### src/logic/rptsc_regs.svh
// Timing constants for the reset, park and test strap controller.
// Assumes a 50 MHz core clock.
`ifndef RPTSC_REGS_SVH
`define RPTSC_REGS_SVH
`define RPTSC_CLK_PERIOD_PS 20000
`define RPTSC_STRAP_DELAY_PS 1500000
// Strap sample delay is 1.5 us, held here in nanoseconds.
`define RPTSC_STRAP_DELAY_NS 1500
`define RPTSC_STRAP_CYCLES ((`RPTSC_STRAP_DELAY_NS * 1000) / `RPTSC_CLK_PERIOD_PS)
`define RPTSC_CNT_W 7
`define RPTSC_STRAP_W 8
`endif

### src/logic/rptsc_pkg.sv
// Types for the reset, park and test strap controller.
// Assumes rptsc_regs.svh is compiled alongside.
package rptsc_pkg;
	typedef enum logic [3:0] {
		RPTSC_ST_RESET = 4'h1,
		RPTSC_ST_WAIT = 4'h2,
		RPTSC_ST_RUN = 4'h4,
		RPTSC_ST_PARK = 4'h8
	} rptsc_state_t;
	typedef logic [7:0] rptsc_strap_t;
endpackage

### src/logic/rptsc_top.sv
// Reset entry and exit, fast park and test strap sampling.
// Assumes one 50 MHz clock; pins arrive asynchronously.
//
// Function
// - Start configuration on rising reset edge only.
// - All outputs inactive while reset is low.
// - Reset input filtered against slow edge chatter.
// - Strap pins high impedance during reset.
// - Sample straps about 1.5 us after release.
// - Drive strap pins as outputs after sample.
// - Strap sampled high selects a test mode.
// - Fast park request parks mirrors on the fifth clock after the pin falls (sync and filter).
`timescale 1ns/1ps
`include "rptsc_regs.svh"

module rptsc_top (
	input wire logic clk, // Core clock, 50 MHz.
	input wire logic rstn, // Synchronous core reset, active low.
	input wire logic power_on_reset_n, // Power-on reset pin.
	input wire logic fast_park_request_n, // Fast park pin.
	input wire logic manufacturing_test_enable, // Test enable pin.
	input wire logic internal_test_reset_n, // Internal test reset pin.
	input wire rptsc_pkg::rptsc_strap_t strap_in, // Strap pin levels.
	input wire rptsc_pkg::rptsc_strap_t test_out_data, // Test signals.
	output logic [7:0] strap_out, // Strap pin drive values.
	output logic [7:0] strap_oe, // Strap pin enables.
	output logic [7:0] test_mode_r, // Latched strap selection.
	output logic test_mode_active, // Any test mode in force.
	output logic config_start, // Pulse: start self-configuration.
	output logic config_enable, // Level: configured and running.
	output logic park_fast // Level: fast park in progress.
);
	import rptsc_pkg::*;

	// ==========================================================
	// Input synchronisers
	logic [1:0] por_sync_r;
	logic [1:0] park_sync_r;
	logic [1:0] mte_sync_r;
	logic [1:0] itr_sync_r;
	logic [7:0] strap_s1_r;
	logic [7:0] strap_s2_r;

	always_ff @(posedge clk) begin
		if (!rstn) begin
			por_sync_r <= 2'h0;
			park_sync_r <= 2'h3;
			mte_sync_r <= 2'h0;
			itr_sync_r <= 2'h0;
		end else begin
			por_sync_r <= {por_sync_r[0], power_on_reset_n};
			park_sync_r <= {park_sync_r[0], fast_park_request_n};
			mte_sync_r <= {mte_sync_r[0], manufacturing_test_enable};
			itr_sync_r <= {itr_sync_r[0], internal_test_reset_n};
		end
	end

	genvar gi;
	generate
		for (gi = 0; gi < `RPTSC_STRAP_W; gi = gi + 1) begin : g_strap
			always_ff @(posedge clk) begin
				if (!rstn) begin
					strap_s1_r[gi] <= 1'b0;
					strap_s2_r[gi] <= 1'b0;
				end else begin
					strap_s1_r[gi] <= strap_in[gi];
					strap_s2_r[gi] <= strap_s1_r[gi];
				end
			end
		end
	endgenerate

	// ==========================================================
	// Hysteresis filter on the reset level
	// The level changes only after three equal samples in a row.
	logic [1:0] por_hist_r;
	logic por_filt_r;
	logic por_filt_d_r;

	always_ff @(posedge clk) begin
		if (!rstn) begin
			por_hist_r <= 2'h0;
			por_filt_r <= 1'b0;
			por_filt_d_r <= 1'b0;
		end else begin
			por_hist_r <= {por_hist_r[0], por_sync_r[1]};
			if (por_hist_r == 2'h3 && por_sync_r[1]) begin
				por_filt_r <= 1'b1;
			end else if (por_hist_r == 2'h0 && !por_sync_r[1]) begin
				por_filt_r <= 1'b0;
			end
			por_filt_d_r <= por_filt_r;
		end
	end

	logic por_rise;
	assign por_rise = por_filt_r && !por_filt_d_r;

	// The park level follows only two equal synchronised samples.
	logic park_hist_r;
	logic park_filt_r;
	always_ff @(posedge clk) begin
		if (!rstn) begin
			park_hist_r <= 1'b1;
			park_filt_r <= 1'b1;
		end else begin
			park_hist_r <= park_sync_r[1];
			if (park_sync_r[1] == park_hist_r) begin
				park_filt_r <= park_sync_r[1];
			end
		end
	end

	// ==========================================================
	// Sequencer
	localparam logic [`RPTSC_CNT_W-1:0] STRAP_CNT =
		`RPTSC_CNT_W'(`RPTSC_STRAP_CYCLES);
	rptsc_state_t state_r;
	logic [`RPTSC_CNT_W-1:0] cnt_r;
	logic sample_now;

	assign sample_now = (state_r == RPTSC_ST_WAIT) && (cnt_r == STRAP_CNT);

	always_ff @(posedge clk) begin
		if (!rstn || !por_filt_r) begin
			state_r <= RPTSC_ST_RESET;
		end else begin
			unique case (state_r)
				RPTSC_ST_RESET: begin
					if (por_rise) begin
						state_r <= RPTSC_ST_WAIT;
					end
				end
				RPTSC_ST_WAIT: begin
					if (sample_now) begin
						state_r <= RPTSC_ST_RUN;
					end
				end
				RPTSC_ST_RUN: begin
					if (!park_filt_r) begin
						state_r <= RPTSC_ST_PARK;
					end
				end
				RPTSC_ST_PARK: begin
					state_r <= RPTSC_ST_PARK;
				end
			endcase
		end
	end

	always_ff @(posedge clk) begin
		if (!rstn || state_r != RPTSC_ST_WAIT) begin
			cnt_r <= `RPTSC_CNT_W'h01;
		end else begin
			cnt_r <= cnt_r + `RPTSC_CNT_W'h01;
		end
	end

	// ==========================================================
	// Strap capture and pin drive
	always_ff @(posedge clk) begin
		if (!rstn || !por_filt_r) begin
			test_mode_r <= 8'h00;
			test_mode_active <= 1'b0;
		end else if (sample_now) begin
			test_mode_r <= strap_s2_r;
			test_mode_active <= (|strap_s2_r) && mte_sync_r[1];
		end
	end

	always_ff @(posedge clk) begin
		if (!rstn || !por_filt_r) begin
			strap_oe <= 8'h00;
			strap_out <= 8'h00;
		end else if (state_r != RPTSC_ST_WAIT && state_r != RPTSC_ST_RESET) begin
			strap_oe <= 8'hFF;
			strap_out <= test_out_data;
		end
	end

	// ==========================================================
	// Configuration and park outputs
	always_ff @(posedge clk) begin
		if (!rstn || !por_filt_r) begin
			config_start <= 1'b0;
			config_enable <= 1'b0;
			park_fast <= 1'b0;
		end else begin
			config_start <= sample_now;
			config_enable <= (state_r == RPTSC_ST_RUN) && !itr_sync_r[1];
			park_fast <= (state_r == RPTSC_ST_PARK) ||
				(state_r == RPTSC_ST_RUN && !park_filt_r);
		end
	end

	// ==========================================================
	// Checks
	a_straps_float_reset: assert property (
		@(posedge clk) disable iff (!rstn)
		!por_filt_r |=> strap_oe == 8'h00)
		else $error("Strap pins driven during reset.");
	a_sample_delay_exact: assert property (
		@(posedge clk) disable iff (!rstn)
		por_rise && state_r == RPTSC_ST_RESET |=> state_r == RPTSC_ST_WAIT
		##74 (sample_now || !por_filt_r))
		else $error("Strap sample not at 1.5 us.");
	a_drive_after_sample: assert property (
		@(posedge clk) disable iff (!rstn)
		sample_now && por_filt_r |=> ##1 (strap_oe == 8'hFF || !por_filt_r))
		else $error("Straps not driven after sample.");
	a_outputs_idle_reset: assert property (
		@(posedge clk) disable iff (!rstn)
		!por_filt_r |=> !config_enable && !park_fast && !config_start)
		else $error("Output active during reset.");
	a_start_on_rise: assert property (
		@(posedge clk) disable iff (!rstn)
		$rose(state_r == RPTSC_ST_WAIT) |-> $past(por_rise))
		else $error("Sequence started without rising edge.");
	a_fast_park_follow: assert property (
		@(posedge clk) disable iff (!rstn)
		state_r == RPTSC_ST_RUN && !park_filt_r && por_filt_r |=> park_fast)
		else $error("Fast park not raised.");
	a_test_needs_enable: assert property (
		@(posedge clk) disable iff (!rstn)
		sample_now && !mte_sync_r[1] |=> !test_mode_active)
		else $error("Test mode without enable.");
	a_test_mode_high: assert property (
		@(posedge clk) disable iff (!rstn)
		sample_now && mte_sync_r[1] && |strap_s2_r && por_filt_r
		|=> test_mode_active)
		else $error("High strap did not select test mode.");
	a_filter_steady: assert property (
		@(posedge clk) disable iff (!rstn)
		$changed(por_filt_r) |-> por_hist_r[1] == por_filt_r)
		else $error("Reset filter changed without steady samples.");
endmodule

### config.mk
export PLATFORM = sky130hd
export DESIGN_NAME = rptsc_top
export DESIGN_NICKNAME = d
export VERILOG_FILES = /design/src/logic/rptsc_pkg.sv /design/src/logic/rptsc_top.sv
export VERILOG_INCLUDE_DIRS = /design/src /design/src/logic
export SDC_FILE = /design/constraint.sdc
export NUM_CORES = 1
export LEC_CHECK = 0
export ABC_AREA = 0
export BUFFER_PORTS_ARGS = -buffer_cell sky130_fd_sc_hd__buf_2
export CORE_MARGIN = 2
export CORE_UTILIZATION = 47
export CTS_CLUSTER_DIAMETER = 200
export DETAILED_ROUTE_END_ITERATION = 16
export PLACE_DENSITY = 0.71
export RECOVER_POWER = 50
export SETUP_SLACK_MARGIN = 0.5
export SYNTH_ARGS = -nofsm -noshare
export SYNTH_HDL_FRONTEND = slang
export SYNTH_SLANG_ARGS = --single-unit
### constraint.sdc
create_clock -name clk -period 1.3 [get_ports clk]
set_input_delay 0.13 -clock clk [delete_from_list [all_inputs] [get_ports clk]]
set_output_delay 0.13 -clock clk [all_outputs]
set_load 0.01 [all_outputs]
# ---- After elaboration in Yosys (flattened, before gate mapping)
# Cells that the tools add are included.
dict set report word_totals {
  elab_cells 74
  inputBits 22
  register_bits 62
  out_inout_bits 28
}
dict set report classes {
  n_eq_ne 12
  reduce_logical 21
  muxes 6
  n_addsub 1
}
# operator count
set op_table {}
lappend op_table {{4-bit one-hot mux with 4 select lines} 1}
lappend op_table {{4-bit 2-to-1 mux} 3}
lappend op_table {{1-bit logical AND} 8}
lappend op_table {{8-bit OR reduction} 1}
lappend op_table {{7-bit by 1-bit adder with 7-bit output (second input constant)} 1}
lappend op_table {{7-bit == test (second input constant)} 1}
lappend op_table {{1-bit zero test} 6}
lappend op_table {{2-bit inequality test (second input constant)} 3}
lappend op_table {{4-bit by 1-bit == test with 1-bit output (second input constant)} 1}
lappend op_table {{4-bit by 2-bit == test with 1-bit output (second input constant)} 1}
lappend op_table {{4-bit by 3-bit == test with 1-bit output (second input constant)} 1}
lappend op_table {{4-bit == test (second input constant)} 1}
lappend op_table {{4-bit by 1-bit inequality test with 1-bit output (second input constant)} 1}
lappend op_table {{4-bit by 2-bit inequality test with 1-bit output (second input constant)} 1}
lappend op_table {{1-bit logical OR} 3}
lappend op_table {{3-bit AND reduction} 1}
lappend op_table {{2-bit == test (second input constant)} 1}
lappend op_table {{2-bit zero test} 1}
lappend op_table {{1-bit 2-to-1 mux} 2}
lappend op_table {{2-bit nonzero test} 1}
lappend op_table {{1-bit == test} 1}

# ---- Depth between registers and ports, before layout
# Gate-level depths: netlist of the first run.
dict set report logic_depth {
  ltp_word 4
  mapped_depth 5
  ltp_nobuf 4
}

# ---- Worst setup path before layout of the first run
# Ideal clock, no wire load.
dict set report synth_path {
  path_kind {flip-flop to flip-flop}
  from {register state_r[0]}
  to {register state_r[1]}
  period_less_slack_ns 1.212
  path_stages_with_launch 6
  n_path_buf 2
  setup_slack_ns 0.088
  arrival_ns 1.088
  t_required_ns 1.176
  setup_time_ns 0.124
  path_cell_list {dfxtp_1 buf_6 nor4b_4 nand3_2 buf_6 o311a_2}
}
dict set report synth_via {
  elab_chain_len 4
  elab_cells_between_ends 10
  cone_classes {eq/ne (7); mux (1); reduce/logical (2)}
}
# item line
set synth_lines {}
lappend synth_lines {{from (decl)} rptsc_top.sv:118} ;# rptsc_state_t state_r;
lappend synth_lines {{from (signal assigned)} rptsc_top.sv:126} ;# state_r <= RPTSC_ST_RESET;
lappend synth_lines {{from (signal assigned)} rptsc_top.sv:131} ;# state_r <= RPTSC_ST_WAIT;
lappend synth_lines {{from (signal assigned)} rptsc_top.sv:136} ;# state_r <= RPTSC_ST_RUN;
lappend synth_lines {{4-bit by 2-bit == test with 1-bit output} {rptsc_top.sv:122, rptsc_top.sv:128}}
lappend synth_lines {{1-bit logical AND} rptsc_top.sv:122} ;# assign sample_now = (state_r == RPTSC_ST_WAIT) && (cnt_r == STRAP_CNT);
lappend synth_lines {{2-bit inequality test (no source line)} --}
lappend synth_lines {{3-bit AND reduction (no source line)} --}
# Several ways; a longest one is shown, not always the timed one.
# A chain may end at the register's enable or synchronous reset.

# ---- Final worst setup path of the first run
dict set report layout_path {
  from {register strap_s2_r[2]}
  to {register test_mode_active}
}
dict set report layout_via {
  elab_chain_len 2
}
# item line
set layout_lines {}
lappend layout_lines {{from (decl)} rptsc_top.sv:42} ;# logic [7:0] strap_s2_r;
lappend layout_lines {{from (signal, indexed assignment)} rptsc_top.sv:67} ;# strap_s2_r[gi] <= strap_s1_r[gi];
lappend layout_lines {{8-bit OR reduction} rptsc_top.sv:167} ;# test_mode_active <= (|strap_s2_r) && mte_sync_r[1];
lappend layout_lines {{1-bit logical AND} rptsc_top.sv:167}
lappend layout_lines {{to (signal assigned)} rptsc_top.sv:167}
lappend layout_lines {{to (decl)} rptsc_top.sv:28} ;# output logic test_mode_active,
# No other way between the ends.

==> results of run 1 <==
## per-stage QoR
| stage | util | cell area (um2) | hold slack, ns |
|---|---|---|---|
| floorplan | - | 2268 | 0.2030 |
| global placement | 0.5740 | 2551 | 0.3149 |
| detailed placement | 0.5740 | 2551 | 0.3274 |
| CTS | 0.7218 | 3208 | 0.001010 |
| global route | 0.7860 | 3493 | 0.01082 |
| finish | 0.7860 | 3493 | 0.006055 |
## worst register-to-register path, stage by stage (launching register included)
cell      delay [ns]
dfxtp_1         0.31
or4_1           0.52
o211ai_1        0.25
mux2i_1         0.11
## sequential cells by signal, summed over array words and instances, names as in the netlist
name and count:
strap_s1_r 8, cnt_r 7, config_start 1, por_filt_r 1
test_mode_active 1, por_sync_r 2, itr_sync_r 2, park_sync_r 2
park_filt_r 1, por_hist_r 2, por_filt_d_r 1, mte_sync_r 2
strap_s2_r 8, strap_oe 1, config_enable 1, strap_out 8
park_fast 1, test_mode_r 8, park_hist_r 1, state_r 4
## path summary, 6_finish.rpt
| check | start | endpoint | slack [ns] | cells past startpoint |
|---|---|---|---|---|
| worst max-delay path | strap_s2_r[2] | test_mode_active | -0.002 | 3 |
| worst min-delay path | strap_in[6] | strap_s1_r[6] | 0.006 | 2 |
| worst max register to register | strap_s2_r[2] | test_mode_active | -0.002 | 3 |
| worst min register to register | itr_sync_r[1] | config_enable | 0.41 | 1 |
## layer usage
layer  vias up  GRT usage  part of all wire
li1        912          -                 -
met1       865     0.2203              0.40
met2        58     0.3272              0.53
met3        20    0.04583             0.035
met4         0     0.1111             0.038
met5         -          0                 0
## cells in the mapped netlist (all sizes together) (2+ instances only)
cell type  instances  share of area
nor2b              2         0.0057
xnor2              2         0.0079
nand2             25          0.043
nor4               3         0.0085
nand3             12          0.030
clkbuf             6          0.010
or3                2         0.0057
buf               11          0.040
nand2b             4          0.011
o21ai             12          0.027
a21oi             13          0.030
dfxtp             62           0.56
or4                2         0.0068
xor2               3          0.012
nor2               8          0.014
inv                2         0.0034
and2              25          0.071
mux2i              9          0.041
nor4b              3          0.026
## repair_timing
action,CTS,global route
endpoints found under the hold margin,8,0
resized for setup,86,50
buffers inserted,13,11
pin swaps,32,25
endpoints found under the setup margin,61,63
gates cloned,1,0
hold buffers,8,0
## cell type report
type | instances | share of cell area
Clock inverter | 3 | 0.005014
Multi-Input combinational cell | 139 | 0.3227
Timing Repair Buffer | 93 | 0.2378
Clock buffer | 12 | 0.04764
Tap cell | 52 | 0.01862
Sequential cell | 62 | 0.3660
Inverter | 2 | 0.002149
## power groups by stage
stage | registers [W] | clock network, W | logic [W]
3_5_place_dp | 0.00199 | 0 | 0.0000726
3_3_place_gp | 0.00199 | 0 | 0.0000711
6_report | 0.00194 | 0.00157 | 0.000102
2_1_floorplan | 0.00198 | 0 | 0.0000358
4_1_cts | 0.00194 | 0.00156 | 0.0000980
5_1_grt | 0.00194 | 0.00165 | 0.000114
## cell families after synthesis
| kind of cell | count (synthesis) |
|---|---|
| AND/OR/NAND/NOR | 92 |
| multiplexers | 9 |
| flip-flops | 62 |
| buffers and inverters | 19 |
| adder cells (fa/ha/maj) | 1 |
| AO/OA/AOI/OAI | 31 |
| XOR/XNOR | 5 |
==> results.ini, run 1 <==
[outcome]
status = complete, but fails checks
violations = negative setup slack

[timing]
fmax_mhz = 768.3
finalHoldViolCount = 0
fin_ws_ns = -0.001545
finalClockSkew_ns = 0.01026
post-route-min-period_ns = 1.302
setup_violations = 1
rsz0062_at_grt = true
slew-limit-headroom = 0.5627
finalCritPeriodShare = 1.001
slew_violations = 0
fin_setup_tns_ns = -0.001545
tightest_slew_ns = 0.6560

[power_and_ir_drop]
p_leak_nw = 1.382
p_switching_w = 0.0007812
internal_power_w = 0.002830
power_frac_seq = 0.536
p_comb_frac = 0.028
swShare = 0.2163
power_w = 0.003611
ir_worst_vdd_uv = 815.6
p_per_area_nw_per_um2 = 1034
p_clk_frac = 0.435

[die]
start_util = 0.4961
num_rows = 24
dieWidth_um = 72.49
ios = 50
die-area_um2 = 5255
fp.dieH_um = 72.49
core-area_um2 = 4444

[layout]
multi_input_area_um2 = 1127
final_cell_mix = 44 x dfxtp_1, 38 x buf_6, 22 x nand2_1, 21 x buf_2, 20 x buf_4
final_common_cell = dfxtp_1
fillers = 273
nNetsFinal = 330
layout-drive-gt1-share = 0.5434
syn_to_final_growth_pct = 58.46
seq_area_um2 = 1279
antennaDiodeCount = 0
instances_no_fill = 363

[setup_path]
slowest_delay_ns = 0.52
critical_path.slowest_cell = or4_1
critical_path_class = reg2reg
crit_chain = or4_1 > o211ai_1 > mux2i_1
worst_setup_path_end_kind = register
startpoint_type = register
cp_data_arrival_time_ns = 1.52
crit_required_ns = 1.51
timing.critical_path.buf_inv = 0
crit_family = simple AND/OR/NAND/NOR gates
critPathMaxFanout = 2

[cts]
cts_inserted_buffers = 9
path_clk_slew_ns = 0.06
cts_buffer_depth = 2
cts_tree = done
root_buffer = clkbuf_8
clock_latency_ns = 0.34
cts.sinks = 62
htree_levels = 3

[yosys]
synth_top_family_by_area = simple AND/OR/NAND/NOR gates
synth.distinct_cells = 36
synth-seq-cells = 62
synthAdderAreaFrac = 0.005675
synth_nets = 242
ys_seq_area_frac = 0.5630
synth_simple_gate_area_frac = 0.2384
muxShareOfSynthArea = 0.04086
avgSynthCellArea_um2 = 10.07
synth_compound_area_frac = 0.07889
ys.flop_type = dfxtp_1
synth_area_um2 = 2205
synth_edf_count = 0
synthXorXnorAreaFrac = 0.01986
netlist_instances = 219
yosys_warnings = 0
synthArstFlopShare = 0

[global_routing]
grtUsageTotal = 0.1923
grt_pass1_wl_mm = 7.596
grt_max_degree = 24
global_route.overflow_total = 0
antenna_found_initial = 0
grt_pass1_vias = 1699

[route]
wl_mm = 5.919
drt_iter0_markers = 102
viasPerCell = 5.110
ant_nets = 0
drc = 0
routedWlPerCell_um = 16.31
dr.pass1.iters = 4
vias = 1855

[placement]
io_buffers = 49
dpl_worst_slack_ns = 0.05614
place_congestion = 0.7612
place_inst = 315
hpwl_mm = 2.596

[hold_path]
hold_path.class = in2reg

[job]
maxCapViolCount = 0

Note: power is estimated with default switching activity, not from simulation.
==> run 2, diff against run 1 <==
--- a/config.mk
+++ b/config.mk
@@ -15,6 +15,7 @@
 export PLACE_DENSITY = 0.71
 export RECOVER_POWER = 50
 export SETUP_SLACK_MARGIN = 0.5
+export SKIP_LAST_GASP = 1
 export SYNTH_ARGS = -nofsm -noshare
 export SYNTH_HDL_FRONTEND = slang
 export SYNTH_SLANG_ARGS = --single-unit
==> results.ini, run 2 (synthesis results as in run 1) <==
[timing]
finalClockSkew_ns = 0.007293  ; -0.002971 ns
fin_setup_tns_ns = -0.1973  ; -0.1957 ns
post-route-min-period_ns = 1.393  ; +0.09109 ns
setup_violations = 4  ; +3
finalCritPeriodShare = 1.071  ; +0.07007
finalHoldViolCount = 0  ; unchanged
fmax_mhz = 718.1  ; -6.5%
slew-limit-headroom = 0.5641  ; +0.001438
tightest_slew_ns = 0.6538  ; -0.002158 ns
slew_violations = 0  ; unchanged
rsz0062_at_grt = true
whs_ns = 0.005885  ; -0.0001710 ns
fin_ws_ns = -0.09264  ; -0.09109 ns

[placement]
place_congestion = 0.7612  ; unchanged
dpl_cell_area_um2 = 2551  ; unchanged
hpwl_mm = 2.596  ; unchanged
place_inst = 315  ; unchanged
io_buffers = 49  ; unchanged

[setup_path]
cp_data_arrival_time_ns = 1.64  ; +0.12 ns
crit_required_ns = 1.55  ; +0.04 ns
worst_setup_path_end_kind = register
critPathMaxFanout = 8  ; +6
critical_path_class = reg2reg
startpoint_type = register

[cts]
root_buffer = clkbuf_8
htree_levels = 3  ; unchanged
cts.sinks = 62  ; unchanged
clock_latency_ns = 0.34  ; about the same
path_clk_slew_ns = 0.07  ; about the same
cts_tree = done
cts_inserted_buffers = 9  ; unchanged
cts_buffer_depth = 2  ; unchanged

[route]
routedWlPerCell_um = 16.35  ; +0.27%
vias = 1863  ; +0.43%
drc = 0  ; unchanged
drt_iter0_markers = 116  ; +14%
dr.pass1.iters = 4  ; unchanged
viasPerCell = 5.132  ; +0.43%
wl_mm = 5.935  ; +0.27%
ant_nets = 0  ; unchanged

[die]
die-area_um2 = 5255  ; unchanged
start_util = 0.4961  ; unchanged
core-area_um2 = 4444  ; unchanged
num_rows = 24  ; unchanged
fp.dieH_um = 72.49  ; unchanged
dieWidth_um = 72.49  ; unchanged
ios = 50  ; unchanged

[layout]
final_common_cell = dfxtp_1
layout-drive-gt1-share = 0.5434  ; unchanged
nNetsFinal = 330  ; unchanged
antennaDiodeCount = 0  ; unchanged
final_cell_mix = 44 x dfxtp_1, 33 x buf_6, 24 x buf_4, 22 x nand2_1, 22 x buf_2
stdcell_area_um2 = 3472  ; -0.61%
instances_no_fill = 363  ; unchanged
syn_to_final_growth_pct = 57.49

[job]
maxCapViolCount = 0  ; unchanged

[hold_path]
hold_path.class = in2reg

[power_and_ir_drop]
p_leak_nw = 1.378  ; -0.26%
p_per_area_nw_per_um2 = 1037  ; +0.34%
ir_worst_vdd_uv = 801.4  ; -1.7%

[outcome]
violations = negative setup slack
status = complete, but fails checks

[global_routing]
grt_max_degree = 24  ; unchanged
antenna_found_initial = 0  ; unchanged
grtUsageTotal = 0.1923  ; unchanged
grt_pass1_vias = 1699  ; unchanged
global_route.overflow_total = 0  ; unchanged
grt_pass1_wl_mm = 7.596  ; unchanged

-- run 2: changes by cell type in the layout (fill, tap and decap cells not counted) --
cell and delta:
buf_6 -5, buf_4 +4, buf_2 +1
-- run 2: where the power goes --
group	internal (W)	switching, W	total, W
Combinational	0.0000630	0.0000416	0.000105
Clock	0.000843	0.000717	0.00156
Sequential	0.00192	0.0000128	0.00194
Total	0.00283	0.000771	0.00360
-- run 2: layer usage --
metal / share of wire / up-vias / wire (um) / GRT usage
met5: 0 / - / 0 / 0
met4: 0.029 / 0 / 173 / 0.1111
met3: 0.042 / 14 / 251 / 0.04583
met2: 0.53 / 66 / 3174 / 0.3272
met1: 0.39 / 871 / 2335 / 0.2203
li1: - / 912 / - / -
-- run 2: stage by stage --
step	power (W)	utilization	setup slack, ns
finish	0.003602	0.7813	-0.09264
global route	0.003704	0.7813	-0.08400
CTS	0.003589	0.7218	0.07116
detailed placement	0.002061	0.5740	0.05614
global placement	0.002059	0.5740	0.06416
floorplan	0.002020	-	0.1360
-- run 2: final cells by class --
type / instances / area [um2]
timing repair buffer: 93 / 809.5
clock inverter: 3 / 17.52
clock buffer: 12 / 166.4
inverter: 2 / 7.507
fill: 269 / 972.2
tap: 52 / 65.06
multi-input combinational: 139 / 1127
sequential: 62 / 1279
-- run 2: worst max-delay path: stages, from the launching register on --
cell,delay [ns]
dfxtp_4,0.42
buf_6,0.13
xor2_1,0.21
buf_4,0.24
nand3_2,0.08
a21oi_1,0.21
-- run 2: worst paths after layout --
path	cells past startpoint	end	slack, ns	from
min reg2reg	1	config_enable	0.42	itr_sync_r[1]
max reg2reg	5	strap_out[0]	-0.09	state_r[0]
max	5	strap_out[0]	-0.09	state_r[0]
min	2	strap_s1_r[6]	0.006	strap_in[6]
-- run 2: repair_timing --
action,4_1_cts,5_1_grt
hold buffers,8,0
buffers inserted,13,11
pin swaps,32,23
hold endpoints to repair,8,0
gates cloned,1,0
gates resized for setup,86,45
setup endpoints to repair,61,63
